$ cat src/shared/bch_pkg.sv
// Purpose: Shared constants, types and register map of the bus control
//          hand-back block.
// Assumes: 50 MHz clock, APB register access, byte offsets below.
// Notes:   Notes on behaviour follow.
// Notes on behaviour
// With control held, no program running and no controller task, control goes back at most 10 s after it was gained.
// A bus interface clear while active drops active control at once.
// When a controller task finishes with no program running, control goes back straight away.
// While the program runs, its hand-over command passes control on.
// The program's ownership request command sets bit 1 of the event status register.
// The outside controller finds a request by service request or by polling event status bit 1.
// The outside controller sends the return address first and only then passes control.
// The outside controller clears status and programs the event enable to 2 and the service enable to 32.
// The outside controller serial polls and counts the request only when status byte bit 5 is set.
// The outside controller returns the device to local state before passing control.
// Control goes back to the last accepted return address, or to address 0 if none came.
// A return address must be 0 to 30, with an optional secondary address.
// Control is taken only when addressed to talk and then told to take control.
// The idle timer restarts on each gain of control and cannot expire during a task.
// The request flag stays set until the event status register is read or cleared.
package bch_pkg;

   localparam int unsigned BCH_CLK_HZ = 50_000_000;
   localparam int unsigned BCH_IDLE_S = 10;
   localparam int unsigned BCH_IDLE_CYC = BCH_IDLE_S * BCH_CLK_HZ;
   localparam int unsigned BCH_TMR_W = 29;

   // Register byte offsets
   localparam logic [7:0] BCH_OFS_CTRL = 8'h00;
   localparam logic [7:0] BCH_OFS_STAT = 8'h04;
   localparam logic [7:0] BCH_OFS_ESR = 8'h08;
   localparam logic [7:0] BCH_OFS_ESE = 8'h0c;
   localparam logic [7:0] BCH_OFS_SRE = 8'h10;
   localparam logic [7:0] BCH_OFS_PCB = 8'h14;

   // Control register fields
   localparam int unsigned BCH_CTRL_TMR_EN = 0;
   localparam int unsigned BCH_CTRL_RELEASE = 1;
   localparam int unsigned BCH_CTRL_ERR_CLR = 2;

   // Status register fields
   localparam int unsigned BCH_STAT_ACTIVE = 0;
   localparam int unsigned BCH_STAT_ST_LO = 1;
   localparam int unsigned BCH_STAT_IFC = 3;
   localparam int unsigned BCH_STAT_PROG = 4;
   localparam int unsigned BCH_STAT_BUSY = 5;
   localparam int unsigned BCH_STAT_PCB_ERR = 6;
   localparam int unsigned BCH_STAT_TMR_EXP = 7;

   // Return address register fields
   localparam int unsigned BCH_PCB_ADDR_LO = 0;
   localparam int unsigned BCH_PCB_SEC_VLD = 8;
   localparam int unsigned BCH_PCB_SEC_LO = 16;

   // Event status and status byte bits
   localparam int unsigned BCH_ESR_RQC = 1;
   localparam int unsigned BCH_STB_ESB = 5;
   localparam int unsigned BCH_STB_RQS = 6;

   localparam logic [4:0] BCH_ADDR_MAX = 5'h1e;
   localparam logic [4:0] BCH_ADDR_DFLT = 5'h00;
   localparam logic [7:0] BCH_BYTE_ZERO = 8'h00;
   localparam logic [7:0] BCH_BYTE_ONES = 8'hff;
   localparam logic [31:0] BCH_WORD_ZERO = 32'h0000_0000;
   localparam logic [2:0] BCH_IFC_SYNC_RST = 3'h7;
   localparam logic BCH_TMR_EN_RST = 1'b1;

   typedef enum logic [1:0] {
      BCH_ST_IDLE = 2'b00,
      BCH_ST_ADDR = 2'b01,
      BCH_ST_ACT = 2'b11,
      BCH_ST_PASS = 2'b10
   } bch_state_t;

   typedef struct packed {
      logic [7:0] paddr;
      logic psel;
      logic penable;
      logic pwrite;
      logic [31:0] pwdata;
   } bch_apb_req_t;

   typedef struct packed {
      logic [31:0] prdata;
      logic pready;
      logic pslverr;
   } bch_apb_rsp_t;

   typedef struct packed {
      logic [4:0] addr;
      logic sec_vld;
      logic [4:0] sec;
   } bch_pcb_t;

   typedef struct packed {
      logic running;
      logic pass_cmd;
      logic reqctl_cmd;
      logic task_busy;
      logic task_done;
   } bch_prog_t;

   typedef struct packed {
      bch_state_t state;
      logic [2:0] ifc_sync;
      logic ifc_act;
      logic prog_run_d;
      logic timer_en;
      logic [7:0] esr;
      logic [7:0] ese;
      logic [7:0] sre;
      bch_pcb_t pcb;
      logic pcb_err;
      logic [31:0] prdata;
      logic pslverr;
      logic srq;
      logic [7:0] stb;
   } bch_regs_t;

   typedef struct packed {
      logic [BCH_TMR_W-1:0] cnt;
      logic expired;
   } bch_tmr_t;

endpackage

$ cat src/rtl/bch_idle_tmr.sv
// Purpose: Idle hand-back timer, counts while allowed and flags expiry.
// Assumes: restart held high whenever control is not held.
// Notes:   Holding run low freezes the count; it never expires then.
`timescale 1ns/1ps
`default_nettype none
module bch_idle_tmr #(
   parameter int unsigned CYCLES = bch_pkg::BCH_IDLE_CYC
) (
   input wire logic clk,
   input wire logic srst,
   input wire logic restart,
   input wire logic run,
   output var logic expired
);
   import bch_pkg::*;

   localparam logic [BCH_TMR_W-1:0] LAST = BCH_TMR_W'(CYCLES - 1);

   initial begin
      if (CYCLES < 1 || CYCLES > (2 ** BCH_TMR_W)) begin
         $error("bch_idle_tmr: CYCLES out of range");
      end
   end

   bch_tmr_t s;
   bch_tmr_t n;

   always_comb begin
      n = s;
      if (restart) begin
         n.cnt = '0;
         n.expired = 1'b0;
      end else if (run && !s.expired) begin
         if (s.cnt == LAST) begin
            n.expired = 1'b1;
         end else begin
            n.cnt = s.cnt + BCH_TMR_W'(1);
         end
      end
   end

   always_ff @(posedge clk) begin
      if (srst) begin
         s <= '0;
      end else begin
         s <= n;
      end
   end

   assign expired = s.expired;

endmodule
`default_nettype wire

$ cat src/rtl/bch_handoff.sv
// Purpose: Controller hand-back logic: takes active control when told,
//          passes it back on timeout, task end, program command or
//          software request, and raises the request-control event.
// Assumes: Talk addressing, take-control and return-address messages
//          arrive decoded as same-clock pulses; IFC arrives on a pin.
// Notes:   APB slave with zero wait states; unmapped offsets err.
//
// The implementer's own choices: the APB slave port and the address map.
`timescale 1ns/1ps
`default_nettype none
module bch_handoff #(
   parameter int unsigned IDLE_CYCLES = bch_pkg::BCH_IDLE_CYC
) (
   input wire logic clk,
   input wire logic srst,
   input wire bch_pkg::bch_apb_req_t apb_req,
   output var bch_pkg::bch_apb_rsp_t apb_rsp,
   input wire logic ifc_n_pin,
   input wire logic talk_addressed,
   input wire logic tct_rx,
   input wire logic pcb_rx,
   input wire bch_pkg::bch_pcb_t pcb_arg,
   input wire bch_pkg::bch_prog_t prog,
   input wire logic esr_clr,
   output var bch_pkg::bch_pcb_t pass_dest,
   output var logic pass_stb,
   output var logic active_ctrl,
   output var logic [7:0] status_byte,
   output var logic srq
);
   import bch_pkg::*;

   initial begin
      if (IDLE_CYCLES < 1) begin
         $error("bch_handoff: IDLE_CYCLES must be at least one");
      end
   end

   // Address decode shared by the register writes and the
   // read-clear of the event register; the read mux decodes paddr itself.
   function automatic logic hit(input bch_apb_req_t r,
                                input logic [7:0] ofs);
      hit = r.psel && (r.paddr == ofs);
   endfunction

   function automatic logic mapped(input logic [7:0] a);
      mapped = (a == BCH_OFS_CTRL) || (a == BCH_OFS_STAT) ||
               (a == BCH_OFS_ESR) || (a == BCH_OFS_ESE) ||
               (a == BCH_OFS_SRE) || (a == BCH_OFS_PCB);
   endfunction

   function automatic logic addr_ok(input logic [4:0] a);
      addr_ok = (a <= BCH_ADDR_MAX);
   endfunction

   bch_regs_t s;
   bch_regs_t n;
   logic tmr_exp;
   logic tmr_restart;
   logic tmr_run;

   // Timer is cleared whenever control is not held, so every gain of
   // control starts a fresh interval.
   assign tmr_restart = (s.state != BCH_ST_ACT);
   assign tmr_run = (s.state == BCH_ST_ACT) && !prog.running &&
                    !prog.task_busy;

   bch_idle_tmr #(
      .CYCLES(IDLE_CYCLES)
   ) u_tmr (
      .clk(clk),
      .srst(srst),
      .restart(tmr_restart),
      .run(tmr_run),
      .expired(tmr_exp)
   );

   always_comb begin
      logic setup;
      logic access;
      logic wr;
      logic rd_esr;
      logic [7:0] clr_mask;
      logic [7:0] set_mask;
      logic [7:0] sb;
      logic prog_end;
      logic sw_release;
      logic [31:0] rdata;
      setup = 1'b0;
      access = 1'b0;
      wr = 1'b0;
      rd_esr = 1'b0;
      clr_mask = BCH_BYTE_ZERO;
      set_mask = BCH_BYTE_ZERO;
      sb = BCH_BYTE_ZERO;
      prog_end = 1'b0;
      sw_release = 1'b0;
      rdata = BCH_WORD_ZERO;
      n = s;

      // IFC pin: three stages, level moves only when the last two agree
      n.ifc_sync = {s.ifc_sync[1], s.ifc_sync[0], ifc_n_pin};
      if (s.ifc_sync[1] == s.ifc_sync[2]) begin
         n.ifc_act = ~s.ifc_sync[2];
      end

      n.prog_run_d = prog.running;
      prog_end = s.prog_run_d && !prog.running;

      setup = apb_req.psel && !apb_req.penable;
      access = apb_req.psel && apb_req.penable;
      wr = access && apb_req.pwrite;

      // Read data is captured in the setup cycle; the event register is
      // later cleared only in the bits that were actually returned, so
      // an event arriving between setup and access is not lost.
      case (apb_req.paddr)
         BCH_OFS_CTRL: begin
            rdata[BCH_CTRL_TMR_EN] = s.timer_en;
         end
         BCH_OFS_STAT: begin
            rdata[BCH_STAT_ACTIVE] = (s.state == BCH_ST_ACT);
            rdata[BCH_STAT_ST_LO +: 2] = s.state;
            rdata[BCH_STAT_IFC] = s.ifc_act;
            rdata[BCH_STAT_PROG] = prog.running;
            rdata[BCH_STAT_BUSY] = prog.task_busy;
            rdata[BCH_STAT_PCB_ERR] = s.pcb_err;
            rdata[BCH_STAT_TMR_EXP] = tmr_exp;
         end
         BCH_OFS_ESR: begin
            rdata[7:0] = s.esr;
         end
         BCH_OFS_ESE: begin
            rdata[7:0] = s.ese;
         end
         BCH_OFS_SRE: begin
            rdata[7:0] = s.sre;
         end
         BCH_OFS_PCB: begin
            rdata[BCH_PCB_ADDR_LO +: 5] = s.pcb.addr;
            rdata[BCH_PCB_SEC_VLD] = s.pcb.sec_vld;
            rdata[BCH_PCB_SEC_LO +: 5] = s.pcb.sec;
         end
         default: begin
            rdata = BCH_WORD_ZERO;
         end
      endcase
      if (setup) begin
         n.prdata = rdata;
         n.pslverr = !mapped(apb_req.paddr);
      end

      // Register writes
      if (wr && hit(apb_req, BCH_OFS_CTRL)) begin
         n.timer_en = apb_req.pwdata[BCH_CTRL_TMR_EN];
         sw_release = apb_req.pwdata[BCH_CTRL_RELEASE];
      end
      if (wr && hit(apb_req, BCH_OFS_ESE)) begin
         n.ese = apb_req.pwdata[7:0];
      end
      if (wr && hit(apb_req, BCH_OFS_SRE)) begin
         n.sre = apb_req.pwdata[7:0];
      end

      // Event status register: cleared by read or clear, set wins
      rd_esr = access && !apb_req.pwrite && hit(apb_req, BCH_OFS_ESR);
      if (rd_esr) begin
         clr_mask = s.prdata[7:0];
      end
      if (esr_clr) begin
         clr_mask = BCH_BYTE_ONES;
      end
      set_mask[BCH_ESR_RQC] = prog.reqctl_cmd;
      n.esr = (s.esr & ~clr_mask) | set_mask;

      // Status byte and service request from the enabled summaries
      sb[BCH_STB_ESB] = |(s.esr & s.ese);
      sb[BCH_STB_RQS] = |(sb & s.sre);
      n.stb = sb;
      n.srq = sb[BCH_STB_RQS];

      // Return address; out-of-range arguments are dropped and flagged
      if (wr && hit(apb_req, BCH_OFS_CTRL) &&
          apb_req.pwdata[BCH_CTRL_ERR_CLR]) begin
         n.pcb_err = 1'b0;
      end
      if (pcb_rx) begin
         if (addr_ok(pcb_arg.addr) &&
             (!pcb_arg.sec_vld || addr_ok(pcb_arg.sec))) begin
            n.pcb = pcb_arg;
         end else begin
            n.pcb_err = 1'b1;
         end
      end

      // Control state machine
      case (s.state)
         BCH_ST_IDLE: begin
            if (talk_addressed) begin
               n.state = BCH_ST_ADDR;
            end
         end
         BCH_ST_ADDR: begin
            if (s.ifc_act) begin
               n.state = BCH_ST_IDLE;
            end else if (tct_rx) begin
               n.state = BCH_ST_ACT;
            end else if (!talk_addressed) begin
               n.state = BCH_ST_IDLE;
            end
         end
         BCH_ST_ACT: begin
            if (s.ifc_act) begin
               // System controller already owns the bus: no pass
               n.state = BCH_ST_IDLE;
            end else if (prog.running && prog.pass_cmd) begin
               n.state = BCH_ST_PASS;
            end else if (!prog.running && prog.task_done) begin
               n.state = BCH_ST_PASS;
            end else if (tmr_exp && s.timer_en && !prog.running &&
                         !prog.task_busy) begin
               n.state = BCH_ST_PASS;
            end else if (prog_end || sw_release) begin
               n.state = BCH_ST_PASS;
            end
         end
         BCH_ST_PASS: begin
            n.state = BCH_ST_IDLE;
         end
         default: begin
            n.state = BCH_ST_IDLE;
         end
      endcase
   end

   always_ff @(posedge clk) begin
      if (srst) begin
         s.state <= BCH_ST_IDLE;
         s.ifc_sync <= BCH_IFC_SYNC_RST;
         s.ifc_act <= 1'b0;
         s.prog_run_d <= 1'b0;
         s.timer_en <= BCH_TMR_EN_RST;
         s.esr <= BCH_BYTE_ZERO;
         s.ese <= BCH_BYTE_ZERO;
         s.sre <= BCH_BYTE_ZERO;
         s.pcb.addr <= BCH_ADDR_DFLT;
         s.pcb.sec_vld <= 1'b0;
         s.pcb.sec <= BCH_ADDR_DFLT;
         s.pcb_err <= 1'b0;
         s.prdata <= BCH_WORD_ZERO;
         s.pslverr <= 1'b0;
         s.srq <= 1'b0;
         s.stb <= BCH_BYTE_ZERO;
      end else begin
         s <= n;
      end
   end

   // Zero wait states: every access completes at its first access edge
   assign apb_rsp.prdata = s.prdata;
   assign apb_rsp.pready = 1'b1;
   assign apb_rsp.pslverr = s.pslverr;

   // Destination is held stable while the pass strobe is out
   assign pass_dest = s.pcb;
   assign pass_stb = (s.state == BCH_ST_PASS);
   assign active_ctrl = (s.state == BCH_ST_ACT);
   assign status_byte = s.stb;
   assign srq = s.srq;

endmodule
`default_nettype wire

$ cat config.mk
export PLATFORM = sky130hd
export DESIGN_NAME = bch_handoff
export DESIGN_NICKNAME = d
export VERILOG_FILES = /design/src/shared/bch_pkg.sv /design/src/rtl/bch_idle_tmr.sv /design/src/rtl/bch_handoff.sv
export SDC_FILE = /design/constraint.sdc
export NUM_CORES = 1
export LEC_CHECK = 0
export ABC_AREA = 1
export BUFFER_PORTS_ARGS = -buffer_cell sky130_fd_sc_hd__buf_2
export CELL_PAD_IN_SITES_DETAIL_PLACEMENT = 0
export CELL_PAD_IN_SITES_GLOBAL_PLACEMENT = 1
export CORE_ASPECT_RATIO = 1.5
export CORE_UTILIZATION = 40
export DETAILED_ROUTE_END_ITERATION = 8
export PLACE_DENSITY = 0.86
export SYNTH_ARGS = -nofsm -noshare
export SYNTH_HDL_FRONTEND = slang
export SYNTH_SLANG_ARGS = --single-unit
$ cat constraint.sdc
create_clock -name clk -period 2.78 [get_ports clk]
set_input_delay 0.556 -clock clk [delete_from_list [all_inputs] [get_ports clk]]
set_output_delay 0.556 -clock clk [all_outputs]
set_load 0.01 [all_outputs]
## Word-level counts from Yosys, hierarchy flattened

Cells that the tools add are included.

- $add $sub $neg: 1
- Order comparisons: 2
- Equal/unequal tests: 14
- Muxes and demuxes: 21
- Bitwise operators: 7
- Reductions and logical operators: 46

Operator list:

| cell | count |
|---|---|
| $add A29 B1 Y29 const B | 1 |
| $eq A29 B29 Y1 const B | 1 |
| $logic_and A1 B1 Y1 | 23 |
| $pmux W4 S5 | 1 |
| $mux W2 | 9 |
| $and A8 B8 Y8 | 2 |
| $eq A8 B4 Y1 const B | 2 |
| $eq A8 B5 Y1 const B | 2 |
| $mux W8 | 2 |
| $reduce_or A8 Y1 | 2 |
| $pmux W3 S4 | 1 |
| $le A5 B5 Y1 const B | 2 |
| $and A6 B8 Y8 | 1 |
| $eq A8 B3 Y1 const B | 1 |
| $logic_not A8 Y1 | 1 |
| $not A8 Y8 | 1 |
| $or A8 B2 Y8 | 1 |
| $pmux W2 S4 | 1 |
| $logic_not A1 Y1 | 7 |
| $logic_or A1 B1 Y1 | 7 |
| $ne A6 B1 Y1 const B | 1 |
| $pmux W1 S6 | 1 |
| $reduce_and A2 Y1 | 3 |
| $mux W1 | 5 |
| 10 further kinds | 13 |

- Bits in registers: 98
- Input port bits: 66
- Word-level logic and storage cells: 110

## Logic depth before layout (Yosys ltp)

- Depth in word-level cells: 11
- Depth in mapped cells: 10
- Gate-level depth less buffers: 10

## Cells and area by module

Synthesis repeated with hierarchy kept, for this count alone.

- Cells, all modules: 762
- Area, all modules: 5183.7 sq um

By module, submodules not included:

| module | times used | cells each | area an instance (sq um) |
|---|---|---|---|
| bch_handoff | 1 | 434 | 3189.3 |
| bch_idle_tmr | 1 | 328 | 1994.4 |

## Least setup slack after synthesis

Ideal clock, no wire load.

- Path kind: input to register
- From: input port apb_req[35] in the netlist's numbering
- To: register s[65] in the netlist's numbering
- Data arrival time: 1543 ps
- Path slack: 1117 ps
- Stages on the path: 8
- Buffers on the path: 0
- Path through: inv_1 -> nand2_1 -> nor2_1 -> nand2_1 -> nor2_4 -> inv_1 -> o21ai_0 -> a21oi_1

- Word-level cells in the longest chain between the ends: 3

RTL lines:

| item | line | RTL |
|---|---|---|
| from (decl) | bch_handoff.sv:16 | `input wire bch_pkg::bch_apb_req_t apb_req,` |
| $eq A8 B4 Y1 | bch_handoff.sv:43 | `hit = r.psel && (r.paddr == ofs);` |
| $logic_and A1 B1 Y1 | bch_handoff.sv:43 |  |
| $logic_and A1 B1 Y1 | bch_handoff.sv:158 | `if (wr && hit(apb_req, BCH_OFS_ESE)) begin` |
| to (signal assigned) | bch_handoff.sv:255 | `s <= n;` |
| to (decl) | bch_handoff.sv:56 | `bch_regs_t s;` |

No other way between the ends.
A chain may end at the register's enable or synchronous reset.

## Final worst setup path

- From: register u_tmr.s[1] in the netlist's numbering
- To: register u_tmr.s[20] in the netlist's numbering

- Word-level cells in the longest chain between the ends: 3

RTL lines:

| item | line | RTL |
|---|---|---|
| from (decl) | bch_idle_tmr.sv:25 | `bch_tmr_t s;` |
| from (signal assigned) | bch_idle_tmr.sv:46 | `s <= n;` |
| parallel branches: the longest is 3 deep, another holds $add A29 B1 Y29 | n/a |  |

Parallel ways; which one is timed is not known.

==> flow_metrics.tcl <==
set metrics [dict create \
    htree_levels 3 \
    clk_pin_slew_ns 0.07 \
    max_cap_viol_count 0 \
    ys_warn_count 0 \
    die_h_um 141 \
    via_per_inst 4.83 \
    first_global_vias 4572 \
    dpl.cell_count 983 \
    grtUsageTotal 0.210 \
    final_antenna_net_count 0 \
    cp.arrival_ns 2.30 \
    syn_area_per_cell_sq_um 6.50 \
    syn_inst 795 \
    insertion_delay_ns 0.34 \
    cts_buffers 9 \
    synth_edf_count 0 \
    grt_overflow 0 \
    endpoint_kind "flip-flop" \
    core_area_sq_mm 0.0125 \
    drive_above_1_share 0.151 \
    ys_ff_latch 91 \
    synthArstFlopShare 0 \
    gp_congestion 0.899 \
    finalSetupViolCount 0 \
    cp-start-kind "flip-flop" \
    hold_class "flip-flop to flip-flop" \
    cts_resized 0 \
    synth_top_flop_cell "dfxtp_1" \
    synth_top_area_frac 0.352 \
    place_hpwl_um 10300 \
    timing.final.crit_share 0.729 \
    rsz0062_at_grt "no" \
    initialDrtViolationCount 146 \
    p_leak_nw 2.38 \
    ios 122 \
    cts_buffer_depth 2 \
    root_buffer "clkbuf_16" \
    routed_wl_um 13400 \
    power_mw 2.88 \
    ys_types 29 \
    cts_setup_buffers 0 \
    cts_tree "yes" \
    syn_area_sq_mm 0.00517 \
    finalCriticalPeriod_ns 2.03 \
    finalHoldViolCount 0 \
    num_rows 50 \
    antenna_found_initial 0 \
    cp_max_fo 28 \
    drc 0 \
    peakVddDrop_mv 0.254 \
    synth_top_area_cell "dfxtp_1" \
    fmax_mhz 494 \
    grt_pass1_wl_um 21600 \
    powerDensity_mw_per_mm2 506 \
    critPathRequiredTime_ns 3.06 \
    cts_sinks 91 \
    tns_ns 0 \
    wl_per_cell_um 13.5 \
    final_cells 998 \
    clock_skew_ns 0.00491 \
    synth_top_cells_by_count "nand2_1 (223), nor2_1 (97), dfxtp_1 (91), inv_1 (77), nand3_1 (62)" \
    slew_headroom 0.377 \
    drt_pass1_iterations 4 \
    maxSlewViolCount 0 \
    portBuffers 72 \
    yosys-top-cells-area "dfxtp_1 (35%), nand2_1 (16%), buf_4 (7.7%)" \
    die_area_sq_mm 0.0134 \
    synth.most_common_cell "nand2_1" \
    ys_seq_area_frac 0.352 \
    areaGrowthSynthToFinish_pct 10.3 \
    n_antenna_cell 0 \
    critical_path_class "flip-flop to flip-flop" \
    cts_hold_buf 0 \
    status "finished clean" \
    vias 4821 \
    grt_max_degree 36 \
    holdWs_ns 0.403 \
    die_width_um 94.8 \
    fin_nets 905 \
    tightestPinTransition_ns 0.933 \
    start_util 0.413 \
]
## power by group
| part | switching, mW | internal [mW] |
|---|---|---|
| sequential | 0.0166 | 1.33 |
| clock | 0.532 | 0.814 |
| combinational | 0.125 | 0.0663 |
| total | 0.673 | 2.21 |
## worst max-delay path: stages (launching register included)
cell      delay, ns
dfxtp_1        0.43
ha_1           0.34
nand3_2        0.18
clkinv_2       0.11
nand2_4        0.08
nor2_4         0.13
nand2_4        0.11
nand2_4        0.29
nand2_1        0.12
a21oi_2        0.14
## metrics by stage
stage | utilization | worst slack (ns) | instance area, sq um
after floorplan | - | 1.12 | 5260
after detailed placement | 0.430 | 0.654 | 5380
after CTS | 0.456 | 0.721 | 5700
final | 0.456 | 0.754 | 5700
after global placement | 0.430 | 0.657 | 5380
after global routing | 0.456 | 0.579 | 5700
## cells by family after synthesis
group	after synthesis	synth area share
AO/OA/AOI/OAI	131	0.140
adder cells (fa/ha/maj)	1	0.00242
flip-flops	91	0.352
XOR/XNOR	10	0.0169
other	2	0.00145
AND/OR/NAND/NOR	410	0.334
buffers and inverters	150	0.153
## area by class of cell
type / instances / area (sq um)
fillers: 1394 / 6810
well taps: 156 / 195
repair buffers: 80 / 420
multi-input cells: 577 / 2640
flip-flops and latches: 91 / 1820
inverters: 79 / 298
clock inverters: 5 / 85.1
clock buffers: 10 / 239
## state kept, by name, indices dropped and copies added (netlist names)
signal and count:
apb_rsp 15, n 2, pass_dest 11, s 31
srq 1, status_byte 1, u_tmr.expired 1, u_tmr.s 29
## cell usage in the layout, fill, tap and decap left out
master / netlist / final
nand2_2: 4 / 4
ha_1: 1 / 1
clkinvlp_4: 0 / 1
nand2_1: 223 / 223
bufinv_16: 0 / 2
nand4_1: 5 / 5
o21ai_0: 53 / 53
or2_2: 3 / 3
clkbuf_16: 0 / 9
inv_6: 0 / 2
nor3_1: 5 / 5
nand3_1: 62 / 62
nand3_2: 1 / 1
nand2_4: 3 / 3
nand3b_1: 2 / 2
clkinv_2: 1 / 1
a21oi_1: 59 / 59
a21oi_2: 15 / 15
conb_1: 2 / 25
xor2_1: 6 / 6
nor2_1: 97 / 97
inv_1: 77 / 77
dfxtp_1: 91 / 91
buf_2: 6 / 72
clkbuf_8: 0 / 1
a221oi_1: 2 / 2
nor2_4: 5 / 5
xnor2_1: 4 / 4
buf_4: 53 / 8
a31oi_1: 1 / 1
clkinv_1: 1 / 1
o22ai_1: 1 / 1
## metal layers
layer / vias up / global-route usage / wire length (um)
met1: 2182 / 0.223 / 5440
li1: 2539 / - / -
met3: 17 / 0.0322 / 366
met4: 0 / 0.0909 / 343
met2: 83 / 0.396 / 7300
met5: - / 0 / 0
## worst paths after layout
check / startpoint / to / slack [ns] / cells after the start
setup / recovery: u_tmr.s[1] / u_tmr.s[20] / 0.75 / 9
hold / removal: s[83] / s[80] / 0.40 / 1
setup reg to reg: u_tmr.s[1] / u_tmr.s[20] / 0.75 / 9
hold reg to reg: s[83] / s[80] / 0.40 / 1
No activity file was read; power rests on OpenSTA's default activity.
